File: config.mk
export PLATFORM = sky130hd
export DESIGN_NAME = eiu_top
export DESIGN_NICKNAME = d
export VERILOG_FILES = /design/src/design/eiu_pkg.sv /design/src/design/eiu_top.sv /design/src/design/eiu_sense_line.sv /design/src/design/eiu_pin_change.sv
export VERILOG_INCLUDE_DIRS = /design/src /design/src/design
export SDC_FILE = /design/constraint.sdc
export NUM_CORES = 1
export LEC_CHECK = 0
export BUFFER_PORTS_ARGS = -buffer_cell sky130_fd_sc_hd__clkbuf_2
export CAP_MARGIN = 20
export CORE_AREA = 5 5 78 62
export CTS_BUF_LIST = sky130_fd_sc_hd__clkbuf_2 sky130_fd_sc_hd__clkbuf_4 sky130_fd_sc_hd__clkbuf_8
export DETAILED_ROUTE_END_ITERATION = 7
export DIE_AREA = 0 0 83 67
export GPL_ROUTABILITY_DRIVEN = 0
export PLACE_DENSITY = 0.8
export SYNTH_ARGS = -nofsm -noshare
export SYNTH_HDL_FRONTEND = slang
export SYNTH_SLANG_ARGS = --single-unit
File: constraint.sdc
create_clock -name i_clk -period 1.6 [get_ports i_clk]
set_clock_uncertainty 0.05 [all_clocks]
set_input_delay 0.32 -clock i_clk [delete_from_list [all_inputs] [get_ports i_clk]]
set_output_delay 0.32 -clock i_clk [all_outputs]
set_load 0.05 [all_outputs]
File: src/design/eiu_params.svh
`ifndef EIU_PARAMS_SVH
`define EIU_PARAMS_SVH

// Register offsets on the local register port.
`define EIU_ADDR_W        3
`define EIU_OFS_CORE_CTRL 3'h0
`define EIU_OFS_EN_MASK   3'h1
`define EIU_OFS_FLAG_BANK 3'h2
`define EIU_OFS_PC_MASK   3'h3

// Bit positions shared by the mask and flag registers.
`define EIU_BIT_LINE_B    7
`define EIU_BIT_LINE_A    6
`define EIU_BIT_PC        5

// Lowest bit of each two-bit sense field.
`define EIU_SENSE_A_LSB   0
`define EIU_SENSE_B_LSB   2

// Reset values and implemented-bit masks.
`define EIU_CTRL_RST      8'h00
`define EIU_EN_RST        8'h00
`define EIU_FLAG_RST      8'h00
`define EIU_PCM_RST       8'h00
`define EIU_CTRL_USED     8'h0F
`define EIU_SRC_USED      8'hE0
`define EIU_ZERO_BYTE     8'h00
`define EIU_FILL_W        3
`endif

File: src/design/eiu_pkg.sv
package eiu_pkg;

    // Sense modes in their hardware encoding, 00 up to 11.
    typedef enum logic [1:0] {
        EIU_SENSE_LOW,
        EIU_SENSE_ANY,
        EIU_SENSE_FALL,
        EIU_SENSE_RISE
    } eiu_sense_t;

    // Vector codes handed to the core.
    typedef enum logic [1:0] {
        EIU_VEC_NONE,
        EIU_VEC_LINE_A,
        EIU_VEC_LINE_B,
        EIU_VEC_PIN_CHANGE
    } eiu_vector_t;

    // Returns one when a sample pair qualifies as an edge event.
    function automatic logic eiu_edge_hit(eiu_sense_t mode,
                                          logic       prev,
                                          logic       cur);
        case (mode)
            EIU_SENSE_ANY:  return prev ^ cur;
            EIU_SENSE_FALL: return prev & ~cur;
            EIU_SENSE_RISE: return ~prev & cur;
            default:        return 1'b0;
        endcase
    endfunction

endpackage

File: src/design/eiu_top.sv
// Chosen here: the register addresses and the plain strobed port.
`timescale 1ns/1ns
`include "eiu_params.svh"
module eiu_top (
    input  wire logic                   i_clk,
    input  wire logic                   i_reset_n,
    input  wire logic [`EIU_ADDR_W-1:0] i_addr,
    input  wire logic [7:0]             i_wdata,
    input  wire logic                   i_wr,
    input  wire logic                   i_rd,
    output logic      [7:0]             o_rdata,
    input  wire logic                   i_global_irq_en,
    input  wire logic                   i_irq_ack,
    input  eiu_pkg::eiu_vector_t        i_ack_vector,
    input  wire logic                   i_ext_irq_line_a,
    input  wire logic                   i_ext_irq_line_b,
    input  wire logic [7:0]             i_pin_change_inputs,
    output logic                        o_irq_req,
    output eiu_pkg::eiu_vector_t        o_irq_vector
);
    import eiu_pkg::*;

    // Software-visible registers.
    logic [7:0]  core_ctrl_q;     // Sense fields of both lines.
    logic [7:0]  en_mask_q;       // Per-source enable bits.
    logic [7:0]  pc_mask_q;       // Per-pin change enables.
    logic        line_a_flag_q;   // Pending edge event on line a.
    logic        line_b_flag_q;   // Pending edge event on line b.
    logic        pc_flag_q;       // Pending pin change event.
    logic        line_a_flag_d;
    logic        line_b_flag_d;
    logic        pc_flag_d;

    // Output registers.
    logic [7:0]  rdata_q;
    logic        irq_req_q;
    eiu_vector_t irq_vec_q;
    logic        irq_req_d;
    eiu_vector_t irq_vec_d;

    // Decoded fields and detector results.
    eiu_sense_t  sense_a;         // Mode of line a.
    eiu_sense_t  sense_b;         // Mode of line b.
    logic        level_a;         // Line a is in level mode.
    logic        level_b;         // Line b is in level mode.
    logic        ev_a;            // Qualifying edge on line a.
    logic        ev_b;            // Qualifying edge on line b.
    logic        low_a;           // Line a currently low.
    logic        low_b;           // Line b currently low.
    logic        pc_change;       // Masked change on the group.
    logic        wr_ctrl;
    logic        wr_en;
    logic        wr_flag;
    logic        wr_pcm;
    logic        req_a;           // Enabled request of line a.
    logic        req_b;           // Enabled request of line b.
    logic        req_pc;          // Enabled pin change request.
    logic [7:0]  rd_mux;          // Read value before the register.

    // Sense fields taken from the control register.
    always_comb begin
        sense_a = eiu_sense_t'(core_ctrl_q[`EIU_SENSE_A_LSB +: 2]);
        sense_b = eiu_sense_t'(core_ctrl_q[`EIU_SENSE_B_LSB +: 2]);
        level_a = (sense_a == EIU_SENSE_LOW);
        level_b = (sense_b == EIU_SENSE_LOW);
    end

    // Line a detector; the raw pad level is used, so a pin driven
    // as an output by its own port still raises events.
    eiu_sense_line u_line_a (
        .i_clk     (i_clk),
        .i_reset_n (i_reset_n),
        .i_pin     (i_ext_irq_line_a),
        .i_mode    (sense_a),
        .o_event   (ev_a),
        .o_low     (low_a)
    );

    // Line b detector, built the same way as line a.
    eiu_sense_line u_line_b (
        .i_clk     (i_clk),
        .i_reset_n (i_reset_n),
        .i_pin     (i_ext_irq_line_b),
        .i_mode    (sense_b),
        .o_event   (ev_b),
        .o_low     (low_b)
    );

    // Change detector for the eight-pin group.
    eiu_pin_change u_pin_change (
        .i_clk     (i_clk),
        .i_reset_n (i_reset_n),
        .i_pins    (i_pin_change_inputs),
        .i_mask    (pc_mask_q),
        .o_change  (pc_change)
    );

    // Write strobes for each register.
    always_comb begin
        wr_ctrl = i_wr & (i_addr == `EIU_OFS_CORE_CTRL);
        wr_en   = i_wr & (i_addr == `EIU_OFS_EN_MASK);
        wr_flag = i_wr & (i_addr == `EIU_OFS_FLAG_BANK);
        wr_pcm  = i_wr & (i_addr == `EIU_OFS_PC_MASK);
    end

    // Control register keeps only the two sense fields.
    always_ff @(posedge i_clk or negedge i_reset_n) begin
        if (!i_reset_n) begin
            core_ctrl_q <= `EIU_CTRL_RST;
        end else if (wr_ctrl) begin
            core_ctrl_q <= i_wdata & `EIU_CTRL_USED;
        end
    end

    // Enable mask keeps the three source enables.
    always_ff @(posedge i_clk or negedge i_reset_n) begin
        if (!i_reset_n) begin
            en_mask_q <= `EIU_EN_RST;
        end else if (wr_en) begin
            en_mask_q <= i_wdata & `EIU_SRC_USED;
        end
    end

    // Pin change mask, one enable per input pin.
    always_ff @(posedge i_clk or negedge i_reset_n) begin
        if (!i_reset_n) begin
            pc_mask_q <= `EIU_PCM_RST;
        end else if (wr_pcm) begin
            pc_mask_q <= i_wdata;
        end
    end

    // Next flag values. A new event beats a clear in the same
    // cycle, so no request is lost. Level mode forces the flag
    // of that line to zero.
    always_comb begin
        line_a_flag_d = line_a_flag_q;
        line_b_flag_d = line_b_flag_q;
        pc_flag_d     = pc_flag_q;
        // Clear by writing ones to the flag register.
        if (wr_flag) begin
            if (i_wdata[`EIU_BIT_LINE_A]) begin
                line_a_flag_d = 1'b0;
            end
            if (i_wdata[`EIU_BIT_LINE_B]) begin
                line_b_flag_d = 1'b0;
            end
            if (i_wdata[`EIU_BIT_PC]) begin
                pc_flag_d = 1'b0;
            end
        end
        // Clear on handler entry for the acknowledged vector.
        if (i_irq_ack) begin
            case (i_ack_vector)
                EIU_VEC_LINE_A:     line_a_flag_d = 1'b0;
                EIU_VEC_LINE_B:     line_b_flag_d = 1'b0;
                EIU_VEC_PIN_CHANGE: pc_flag_d     = 1'b0;
                default:            ;
            endcase
        end
        // Events set the flags and win over any clear.
        if (ev_a) begin
            line_a_flag_d = 1'b1;
        end
        if (ev_b) begin
            line_b_flag_d = 1'b1;
        end
        if (pc_change) begin
            pc_flag_d = 1'b1;
        end
        // Level-sensed lines never hold a flag.
        if (level_a) begin
            line_a_flag_d = 1'b0;
        end
        if (level_b) begin
            line_b_flag_d = 1'b0;
        end
    end

    // Flag bank storage.
    always_ff @(posedge i_clk or negedge i_reset_n) begin
        if (!i_reset_n) begin
            line_a_flag_q <= 1'b0;
            line_b_flag_q <= 1'b0;
            pc_flag_q     <= 1'b0;
        end else begin
            line_a_flag_q <= line_a_flag_d;
            line_b_flag_q <= line_b_flag_d;
            pc_flag_q     <= pc_flag_d;
        end
    end

    // Requests gated by each source enable and the global enable.
    // A level-sensed line requests for as long as it reads low.
    always_comb begin
        req_a  = i_global_irq_en & en_mask_q[`EIU_BIT_LINE_A]
                 & (level_a ? low_a : line_a_flag_q);
        req_b  = i_global_irq_en & en_mask_q[`EIU_BIT_LINE_B]
                 & (level_b ? low_b : line_b_flag_q);
        req_pc = i_global_irq_en & en_mask_q[`EIU_BIT_PC]
                 & pc_flag_q;
    end

    // Vector selection: line a first, then line b, then pin change.
    always_comb begin
        irq_req_d = req_a | req_b | req_pc;
        if (req_a) begin
            irq_vec_d = EIU_VEC_LINE_A;
        end else if (req_b) begin
            irq_vec_d = EIU_VEC_LINE_B;
        end else if (req_pc) begin
            irq_vec_d = EIU_VEC_PIN_CHANGE;
        end else begin
            irq_vec_d = EIU_VEC_NONE;
        end
    end

    // Registered request and vector towards the core.
    always_ff @(posedge i_clk or negedge i_reset_n) begin
        if (!i_reset_n) begin
            irq_req_q <= 1'b0;
            irq_vec_q <= EIU_VEC_NONE;
        end else begin
            irq_req_q <= irq_req_d;
            irq_vec_q <= irq_vec_d;
        end
    end

    // Read multiplexer; unmapped offsets read as zero.
    always_comb begin
        rd_mux = `EIU_ZERO_BYTE;
        case (i_addr)
            `EIU_OFS_CORE_CTRL: rd_mux = core_ctrl_q;
            `EIU_OFS_EN_MASK:   rd_mux = en_mask_q;
            `EIU_OFS_FLAG_BANK: begin
                rd_mux[`EIU_BIT_LINE_B] = line_b_flag_q;
                rd_mux[`EIU_BIT_LINE_A] = line_a_flag_q;
                rd_mux[`EIU_BIT_PC]     = pc_flag_q;
            end
            `EIU_OFS_PC_MASK:   rd_mux = pc_mask_q;
            default:            rd_mux = `EIU_ZERO_BYTE;
        endcase
    end

    // Read data stands for exactly one cycle after the strobe.
    always_ff @(posedge i_clk or negedge i_reset_n) begin
        if (!i_reset_n) begin
            rdata_q <= `EIU_ZERO_BYTE;
        end else if (i_rd) begin
            rdata_q <= rd_mux;
        end else begin
            rdata_q <= `EIU_ZERO_BYTE;
        end
    end

    // Top outputs come straight from flip-flops.
    assign o_rdata      = rdata_q;
    assign o_irq_req    = irq_req_q;
    assign o_irq_vector = irq_vec_q;

endmodule // eiu_top

File: src/design/eiu_sense_line.sv
`timescale 1ns/1ns
`include "eiu_params.svh"
module eiu_sense_line (
    input  wire logic              i_clk,
    input  wire logic              i_reset_n,
    input  wire logic              i_pin,
    input  eiu_pkg::eiu_sense_t    i_mode,
    output logic                   o_event,
    output logic                   o_low
);
    import eiu_pkg::*;

    logic                  sync1_q;  // First synchroniser stage.
    logic                  sync2_q;  // Second synchroniser stage.
    logic                  prev_q;   // Previous synchronised sample.
    logic [`EIU_FILL_W-1:0] fill_q;  // Marks a filled pipeline.

    // Two-stage synchroniser followed by the history sample.
    always_ff @(posedge i_clk or negedge i_reset_n) begin
        if (!i_reset_n) begin
            sync1_q <= 1'b1;
            sync2_q <= 1'b1;
            prev_q  <= 1'b1;
        end else begin
            sync1_q <= i_pin;
            sync2_q <= sync1_q;
            prev_q  <= sync2_q;
        end
    end

    // Blocks false edges until real samples fill the pipeline.
    always_ff @(posedge i_clk or negedge i_reset_n) begin
        if (!i_reset_n) begin
            fill_q <= '0;
        end else begin
            fill_q <= {fill_q[`EIU_FILL_W-2:0], 1'b1};
        end
    end

    // Edge decode compares the newest sample with the one before.
    always_comb begin
        o_event = fill_q[`EIU_FILL_W-1]
                  & eiu_edge_hit(i_mode, prev_q, sync2_q);
        o_low   = fill_q[`EIU_FILL_W-1] & ~sync2_q;
    end

endmodule // eiu_sense_line

File: src/design/eiu_pin_change.sv
`timescale 1ns/1ns
`include "eiu_params.svh"
module eiu_pin_change (
    input  wire logic        i_clk,
    input  wire logic        i_reset_n,
    input  wire logic [7:0]  i_pins,
    input  wire logic [7:0]  i_mask,
    output logic             o_change
);
    logic [7:0] prev_q;    // Last sampled pin levels.
    logic       primed_q;  // High once prev_q holds a real sample.

    // History register of all eight inputs.
    always_ff @(posedge i_clk or negedge i_reset_n) begin
        if (!i_reset_n) begin
            prev_q   <= `EIU_ZERO_BYTE;
            primed_q <= 1'b0;
        end else begin
            prev_q   <= i_pins;
            primed_q <= 1'b1;
        end
    end

    // Any masked pin that differs from its history is a change.
    // The compare is purely combinational on the raw input.
    always_comb begin
        o_change = primed_q
                   & (|((i_pins ^ prev_q) & i_mask));
    end

endmodule // eiu_pin_change

==> results of run 1 <==
## power breakdown
group          leakage [nW]  switching [mW]  internal [mW]
logic                 0.520           0.310          0.229
registers             0.556           0.109           1.32
clock network        0.0714           0.377          0.666
total                  1.15           0.796           2.21
## metrics by stage
stage               hold slack [ns]  setup WS, ns  power, mW  utilization, %  cell area, sq um
global placement             0.2321        0.1593      1.973           56.33              2227
detailed placement           0.2354       0.07724      1.991           56.33              2227
floorplan                  -0.02559        0.2142      1.782               -              1942
CTS                         0.04100        0.1650      3.031           60.19              2380
finish                      0.05064        0.1816      3.011           60.19              2380
global route                0.03654        0.1024      3.155           60.19              2380
## metal layers
metal  GRT usage [%]  routed length [um]  vias to the layer above
li1                -                   -                      613
met1           18.19                1688                      635
met2           24.80                1733                       37
met3           5.439                 219                        9
met4           6.327                  76                        0
met5               0                   0                        -
## flip-flops by register name, indices dropped and copies added, names as in the netlist, 2 cells and up
register             cells
o_irq_vector             2
core_ctrl_q              4
u_line_b.fill_q          2
en_mask_q                3
pc_mask_q                8
u_pin_change.prev_q      8
o_rdata                  8
## worst min-delay path by stage
stage,end,cells after the start,startpoint,slack [ns]
detailed placement,u_pin_change.prev_q[2]$_DFF_PN0_,1,i_reset_n,0.24
global route,u_line_a.sync1_q$_DFF_PN1_,1,i_ext_irq_line_a,0.04
finish,u_line_a.sync1_q$_DFF_PN1_,1,i_ext_irq_line_a,0.05
global placement,u_pin_change.prev_q[2]$_DFF_PN0_,1,i_reset_n,0.23
floorplan,core_ctrl_q[0]$_DFFE_PN0P_,0,i_reset_n,-0.03
CTS,u_line_a.sync1_q$_DFF_PN1_,1,i_ext_irq_line_a,0.04
## timing repair
action | 4_1_cts | 5_1_grt
hold buffers | 1 | 0
endpoints found under the hold margin | 10 | 0
endpoints found under the setup margin | 0 | 0
## cell type report
type                       instances  area [sq um]
fill                             350          1574
clock buffer                       6         82.58
timing repair buffer              44         247.7
sequential                        46          1159
inverter                           6         22.52
multi-input combinational         93         739.5
clock inverter                     2         60.06
tap                               55         68.82
## cells in the mapped netlist, types with 2 or more instances
master,number
nand2_1,9
nor2_1,13
o221ai_1,2
o21ai_0,3
a22oi_1,11
dfrtp_1,40
dfstp_2,6
and2_1,3
buf_2,2
nand2b_1,2
nand3_1,2
ha_1,4
and4bb_1,2
mux2_1,18
xor2_1,8
o21a_1,2
inv_1,6
## logic make-up (layout without fill, tap and decap cells)
group	count (synthesis)	in the layout	share of synthesized area (%)
compound gates	25	25	9.665
flops	46	46	59.66
other cells	1	1	0.1931
fa+ha+maj	4	4	2.577
xor+xnor	8	8	3.608
mux	18	18	10.44
buf+inv	10	58	2.255
simple gates	37	37	11.60
==> results.cfg, run 1 <==
[timing]
finalSetupViolCount = 0
finalHoldViolCount = 0
slew_violations = 0
rsz0062_at_grt = false
fmax_mhz = 705.0
fin_crit_ns = 1.418
tns_ns = 0
final.period_utilization_pct = 88.65

[floorplanning]
start_util_pct = 49.11
die_x_um = 83
rows = 20
pin_count = 40
die-height_um = 67
dieArea_sq_um = 5561
coreArea_sq_um = 3954

[worst_setup_path]
arrival_ns = 1.56
r2r_cells = 6
critPathRequiredTime_ns = 1.75
cp_slowest_cell = dfstp_2
path_max_fanout = 2
cp-start-kind = register
cp.depth = 6
critical_path.max_stage_delay_ns = 0.54
r2r_slack_ns = 0.18
startpoint = u_line_a.prev_q$_DFF_PN1_
worstSetupEndpoint = line_a_flag_q$_DFF_PN0_
crit_chain = inv_1 -> ha_1 -> inv_1 -> o221ai_1 -> a2bb2oi_1 -> nor2_1
critical-path-top-delay-family = flip-flops
worst-setup-path-type = register to register
regToRegStartpoint = u_line_a.prev_q$_DFF_PN1_
cp-end-kind = register
timing.rr.end = line_a_flag_q$_DFF_PN0_
crit_top_cell = inv_1
path_buf_inv = 2

[synth]
syn_inst = 149
synth_area_sq_um = 1942
synth_top_area_cell = dfrtp_1
avgSynthCellArea_sq_um = 13.03
yosys.area.top_type_share_pct = 51.55
ys_ff_latch = 46
syn-num-nets = 182
synth-async-reset-ratio_pct = 100.0
ys.flop_type = dfrtp_1
synth_warnings = 0
synth_area_leaders = dfrtp_1, mux2_1, dfstp_2
synth-edff-count = 0
ys_seq_area_share_pct = 59.66
yosysUniqueCellTypes = 33

[clock_tree]
cts.sinks = 46
cts-buffers-inserted = 5
cts_tree = yes
ctsResizeCount = 0
root_buffer = clkbuf_8
clock_path_buffers = 2
cts_setup_buffers = 0
clk_pin_slew_ns = 0.08
clk_latency_ns = 0.29
htree_levels = 2

[finish]
drive_gt1_share_pct = 31.98
final_cell_mix = dfrtp_1, clkbuf_2, mux2_1
final_nets = 229
final_common_cell = dfrtp_1
fin_cells = 252
antenna_cells = 0
area_growth_syn_to_layout_pct = 22.55

[power]
leakagePower_nw = 1.148
power.density_nw_per_um2 = 1265
vdd_drop_max_v = 0.0006700

[global_route]
antenna_found_initial = 0
grt_pass1_wl_mm = 6.472
grt_use_total_pct = 15.11
grt_pass1_vias = 1360
grt-ovfl-total = 0
grt_max_degree = 31

[drt]
drtIter0Drc = 55
wl_per_cell_um = 14.75
num_vias = 1294
vias_per_cell = 5.135
drt.antenna.violating_nets = 0
dr.pass1.iters = 4
totalWireLength_mm = 3.717
drc = 0

[placed_design]
dp.cells = 243
place.port_buffers = 39
dp.final_hpwl_mm = 2.926

[job]
max_cap_violations = 0

[hold_path]
min-delay-path-class = input port to register

[outcome]
run_status = finished clean
No activity file was read; power rests on OpenSTA's default activity.
==> run 2, diff against run 1 <==
--- a/config.mk
+++ b/config.mk
@@ -6,14 +6,15 @@
 export SDC_FILE = /design/constraint.sdc
 export NUM_CORES = 1
 export LEC_CHECK = 0
+export ABC_AREA = 1
 export BUFFER_PORTS_ARGS = -buffer_cell sky130_fd_sc_hd__clkbuf_2
 export CAP_MARGIN = 20
-export CORE_AREA = 5 5 78 62
+export CORE_AREA = 5 5 80 63
 export CTS_BUF_LIST = sky130_fd_sc_hd__clkbuf_2 sky130_fd_sc_hd__clkbuf_4 sky130_fd_sc_hd__clkbuf_8
 export DETAILED_ROUTE_END_ITERATION = 7
-export DIE_AREA = 0 0 83 67
+export DIE_AREA = 0 0 85 68
 export GPL_ROUTABILITY_DRIVEN = 0
-export PLACE_DENSITY = 0.8
+export PLACE_DENSITY = 0.79
 export SYNTH_ARGS = -nofsm -noshare
 export SYNTH_HDL_FRONTEND = slang
 export SYNTH_SLANG_ARGS = --single-unit
==> run 2 against run 1 <==
  * Sequential power is 3% lower
  * Combinational power is 14% lower
  * Die area increased by 3.9%
  * Worst hold slack worse by 0.0080 ns
  * Power is 15% lower
  * Fmax grew 1.8%
  * First-iteration DRC count is 36% higher
  * Wire length up 7.2%
  * Area after synthesis increased by 3.8%
  * Cell area is 0.16% higher
  * Register-to-register slack gained 0.02 ns
==> results.cfg, run 2 <==
[outcome]
run_status = finished clean

[drt]
dr.pass1.iters = 4
totalWireLength_mm = 3.983
wl_per_cell_um = 12.22
vias_per_cell = 4.779
drc = 0
drt.antenna.violating_nets = 0
drtIter0Drc = 75
num_vias = 1558

[floorplanning]
pin_count = 40
die-height_um = 68
dieArea_sq_um = 5780
coreArea_sq_um = 4257
die_x_um = 85
start_util_pct = 47.35
rows = 21

[worst_setup_path]
crit_chain = inv_1 -> ha_1 -> nor3_1 -> o21ai_0 -> a21oi_1
path_max_fanout = 2
arrival_ns = 1.57
cp-start-kind = register
critical_path.max_stage_delay_ns = 0.54
cp_slowest_cell = dfstp_2
critPathRequiredTime_ns = 1.78
r2r_cells = 5
worst-setup-path-type = register to register
cp-end-kind = register

[synth]
synth_area_leaders = dfrtp_1, nand2_1, dfstp_2
synth-xor-area-share_pct = 0
ys_ff_latch = 46
ys.flop_type = dfrtp_1
synth_warnings = 0
ys_top_cells_by_count = nand2_1, dfrtp_1, inv_1, nand3_1, o21ai_0
ys_seq_area_share_pct = 57.48
synth_area_sq_um = 2016
synthMuxAreaShare_pct = 0
synth_fa_ha_area_share_pct = 2.483
synth-simple-area-share_pct = 21.29
syn_inst = 222
syn-num-nets = 255
synth.most_common_cell = nand2_1
yosys.area.top_type_share_pct = 49.66
avgSynthCellArea_sq_um = 9.080
synth-edff-count = 0
yosysUniqueCellTypes = 24
synth-compound-area-share_pct = 10.37
synth-async-reset-ratio_pct = 100.0
synth_top_family_by_area = simple AND/OR/NAND/NOR gates
synth_top_area_cell = dfrtp_1

[power]
power.internal_mw = 1.776
comb_power_share_pct = 18.2
leakagePower_nw = 1.307
switching_share_pct = 30.65
power.switching_mw = 0.7851
power.density_nw_per_um2 = 1075
p_seq_share_pct = 54.4
vdd_drop_max_v = 0.0005186
clkPwrFrac_pct = 27.4

[hold_path]
hold_depth = 1
min-delay-path-class = input port to register

[finish]
area_growth_syn_to_layout_pct = 18.25
drive_gt1_share_pct = 24.54
fillers = 400
antenna_cells = 0
fin_cells = 326
final_cell_mix = nand2_1, inv_1, dfrtp_1
final_common_cell = nand2_1
final_nets = 301

[timing]
slew_violations = 0
fmax_mhz = 717.5
final.period_utilization_pct = 87.11
tns_ns = 0
fin_crit_ns = 1.394
finalSetupViolCount = 0
rsz0062_at_grt = false
finalHoldViolCount = 0

[placed_design]
dp.cells = 317
place.port_buffers = 39
dp.final_hpwl_mm = 3.019

[clock_tree]
cts_hold_buf = 1
cts_setup_buffers = 0
clk_latency_ns = 0.31
cts.sinks = 46
clk_pin_slew_ns = 0.08
ctsResizeCount = 0
cts-buffers-inserted = 5
root_buffer = clkbuf_8
clock_path_buffers = 2
htree_levels = 2
cts_tree = yes

[global_route]
grt_pass1_vias = 1483
grt_pass1_wl_mm = 6.934
grt_use_total_pct = 15.65
grt-ovfl-total = 0
antenna_found_initial = 0
grt_max_degree = 47

[job]
max_cap_violations = 0
-- run 2: changes by cell type in the layout (fill, tap and decap cells not counted), sizes merged, moves of 11 or more --
cell / delta
nand3: +21
mux2: -18
inv: +34
a22oi: -11
o21ai: +19
nand2: +46
-- run 2: worst max-delay path, delay by kind of cell (launching register included) --
kind | cells | cell delay, ns
AOI/OAI and AO/OA | 2 | 0.26
adders and majority gates | 1 | 0.28
buffers and inverters | 1 | 0.04
DFF | 1 | 0.54
and+or+nand+nor | 1 | 0.16
-- run 2: final cells by class --
cell class | instances | area, sq um | area share [%]
Clock inverter | 2 | 10.01 | 0.4199
Timing Repair Buffer | 41 | 225.2 | 9.449
Clock buffer | 6 | 76.32 | 3.202
Tap cell | 57 | 71.32 | 2.992
Sequential cell | 46 | 1159 | 48.61
Multi-Input combinational cell | 134 | 691.9 | 29.03
Inverter | 40 | 150.1 | 6.299
-- run 2: cell families after synthesis --
logic type / after synthesis
compound gates: 33
simple gates: 96
fa+ha+maj: 4
flops: 46
buf+inv: 42
other cells: 1
-- run 2: power groups by stage --
stage / Clock (mW) / Combinational, mW / Sequential [mW]
global placement: 0 / 0.454 / 1.41
finish: 0.701 / 0.466 / 1.39
CTS: 0.727 / 0.471 / 1.39
floorplan: 0 / 0.232 / 1.47
global route: 0.781 / 0.528 / 1.42
detailed placement: 0 / 0.467 / 1.42
-- run 2: worst paths after layout --
path	from	endpoint	slack, ns
setup / recovery	u_line_a.prev_q$_DFF_PN1_	line_a_flag_q$_DFF_PN0_	0.21
hold / removal	i_ext_irq_line_b	u_line_b.sync1_q$_DFF_PN1_	0.04
setup reg to reg	u_line_a.prev_q$_DFF_PN1_	line_a_flag_q$_DFF_PN0_	0.21
hold reg to reg	u_line_a.sync1_q$_DFF_PN1_	u_line_a.sync2_q$_DFF_PN1_	0.31
max in group asynchronous	i_reset_n	u_line_b.prev_q$_DFF_PN1_	0.74
min in group asynchronous	i_reset_n	u_pin_change.prev_q[6]$_DFF_PN0_	0.48
-- run 2: metrics by stage --
step | worst slack, ns | util, % | cell area (sq um) | hold WS (ns) | total power [mW]
after global placement | 0.2679 | 53.73 | 2287 | 0.2694 | 1.863
final | 0.2063 | 56.00 | 2384 | 0.04259 | 2.561
after detailed placement | 0.2432 | 53.73 | 2287 | 0.2726 | 1.882
after floorplan | 0.2983 | - | 2016 | -0.02559 | 1.704
after global routing | 0.08870 | 56.00 | 2384 | 0.02662 | 2.726
after CTS | 0.2065 | 56.00 | 2384 | 0.03455 | 2.591
-- run 2: routing by layer --
| metal | GRT usage, % | routed length (um) |
|---|---|---|
| met1 | 21.70 | 1939 |
| met2 | 22.87 | 1705 |
| met3 | 4.693 | 266 |
| met4 | 6.719 | 72 |
| met5 | 0 | 0 |
==> run 3, diff against run 2 <==
--- a/config.mk
+++ b/config.mk
@@ -9,12 +9,14 @@
 export ABC_AREA = 1
 export BUFFER_PORTS_ARGS = -buffer_cell sky130_fd_sc_hd__clkbuf_2
 export CAP_MARGIN = 20
-export CORE_AREA = 5 5 80 63
+export CELL_PAD_IN_SITES_DETAIL_PLACEMENT = 0
+export CELL_PAD_IN_SITES_GLOBAL_PLACEMENT = 1
+export CORE_AREA = 5 5 86 68
 export CTS_BUF_LIST = sky130_fd_sc_hd__clkbuf_2 sky130_fd_sc_hd__clkbuf_4 sky130_fd_sc_hd__clkbuf_8
 export DETAILED_ROUTE_END_ITERATION = 7
-export DIE_AREA = 0 0 85 68
+export DIE_AREA = 0 0 91 73
 export GPL_ROUTABILITY_DRIVEN = 0
-export PLACE_DENSITY = 0.79
+export PLACE_DENSITY = 0.87
 export SYNTH_ARGS = -nofsm -noshare
 export SYNTH_HDL_FRONTEND = slang
 export SYNTH_SLANG_ARGS = --single-unit
==> run 3 against run 2 <==
  * Worst setup slack gained 0.011 ns
  * Sequential share of layout area shrank 0.30 points
  * Register-to-register slack is essentially flat
  * Final cell count grew 1.5%
  * Die area grew 15%
  * Fmax grew 0.76%
  * Via count is essentially flat
  * First-iteration DRC count shrank 13%
  * Global-route usage shrank 2.7 points
  * Combinational power is essentially flat
  * Sequential cell count is the same
  * Sequential power is essentially flat
  * Largest cell class unchanged
  * Highest routed layer unchanged
==> results.cfg, run 3 (synthesis results as in run 2) <==
[outcome]
run_status = finished clean

[finish]
multi_input_area_sq_um = 691.9
area_growth_syn_to_layout_pct = 18.99
fillers = 494
antenna_cells = 0
final_common_cell = nand2_1
final_cell_mix = nand2_1, inv_1, dfrtp_1
regArea_sq_um = 1159
final_cell_area_sq_um = 2399
fin_cells = 331
final_nets = 301
drive_gt1_share_pct = 24.54

[clock_tree]
ctsResizeCount = 0
root_buffer = clkbuf_8
htree_levels = 2
cts_tree = yes
cts_hold_buf = 1
cts.sinks = 46
clk_latency_ns = 0.30
clock_path_buffers = 2
clk_pin_slew_ns = 0.08
cts_setup_buffers = 0
cts-buffers-inserted = 5

[timing]
slew_violations = 0
finalSetupViolCount = 0
rsz0062_at_grt = false
final.period_utilization_pct = 86.45
tns_ns = 0
fin_crit_ns = 1.383
finalHoldViolCount = 0
fmax_mhz = 723.0
hold_slack_ns = 0.04985

[drt]
num_vias = 1557
totalWireLength_mm = 4.068
drc = 0
drt.antenna.violating_nets = 0
wl_per_cell_um = 12.29
drtIter0Drc = 65
vias_per_cell = 4.704
dr.pass1.iters = 4

[worst_setup_path]
cp-end-kind = register
cp_slowest_cell = dfstp_2
arrival_ns = 1.56
critPathRequiredTime_ns = 1.77
crit_chain = inv_1 -> ha_1 -> nor3_1 -> o21ai_0 -> a21oi_1
path_max_fanout = 2
worst-setup-path-type = register to register
critical_path.max_stage_delay_ns = 0.54
cp-start-kind = register

[global_route]
grt_max_degree = 47
grt-ovfl-total = 0
grt_pass1_wl_mm = 6.837
grt_use_total_pct = 13.00
grt_pass1_vias = 1482
antenna_found_initial = 0

[floorplanning]
start_util_pct = 40.02
die-height_um = 73
rows = 23
pin_count = 40
dieArea_sq_um = 6643
coreArea_sq_um = 5036
die_x_um = 91

[power]
power_mw = 2.605
vdd_drop_max_v = 0.0005005
power.density_nw_per_um2 = 1086
leakagePower_nw = 1.310

[placed_design]
dp.cells = 322
place.port_buffers = 39
dp.final_hpwl_mm = 3.169
place_area_sq_um = 2293

[hold_path]
min-delay-path-class = input port to register

[job]
max_cap_violations = 0
run 3: cell types whose count changed in the layout (fill, tap and decap cells not counted):
cell / delta
clkinv_2: -1
clkbuf_8: +1
run 3: stage by stage:
| stage | util (%) | setup slack, ns |
|---|---|---|
| floorplan | - | 0.2983 |
| global placement | 45.54 | 0.2705 |
| detailed placement | 45.54 | 0.2333 |
| CTS | 47.63 | 0.2180 |
| global route | 47.63 | 0.1316 |
| finish | 47.63 | 0.2169 |
run 3: worst max-delay path, delay by kind of cell, from the launching register on:
family / cells / cell delay [ns]
buffers and inverters: 1 / 0.04
DFF: 1 / 0.54
adders and majority gates: 1 / 0.28
AOI/OAI and AO/OA: 2 / 0.25
and+or+nand+nor: 1 / 0.15
run 3: area by class of cell:
type	instances	area share (%)
multi-input cells	134	28.85
flip-flops and latches	46	48.30
clock buffers	7	3.756
well taps	62	3.234
inverters	40	6.260
repair buffers	41	9.390
clock inverters	1	0.2087
run 3: path summary, 6_finish.rpt:
kind,from,to,slack (ns),depth (start not counted)
max,u_line_a.prev_q$_DFF_PN1_,line_a_flag_q$_DFF_PN0_,0.22,5
min,i_ext_irq_line_a,u_line_a.sync1_q$_DFF_PN1_,0.05,1
max reg2reg,u_line_a.prev_q$_DFF_PN1_,line_a_flag_q$_DFF_PN0_,0.22,5
min reg2reg,u_line_b.sync1_q$_DFF_PN1_,u_line_b.sync2_q$_DFF_PN1_,0.31,0
max in group asynchronous,i_reset_n,u_line_b.prev_q$_DFF_PN1_,0.73,3
min in group asynchronous,i_reset_n,o_rdata[1]$_DFF_PN0_,0.48,3
run 3: layer usage:
layer  GRT usage [%]  vias to the layer above  share of wire [%]
li1                -                      796                  -
met3           3.711                        7                6.4
met5               0                        -                  0
met1           18.35                      716                 50
met2           19.52                       38                 42
met4           3.909                        0                1.1
run 3: power breakdown:
group	total [mW]	internal, mW	switching [mW]
logic	0.465	0.161	0.304
clock network	0.745	0.366	0.380
registers	1.39	1.30	0.0990
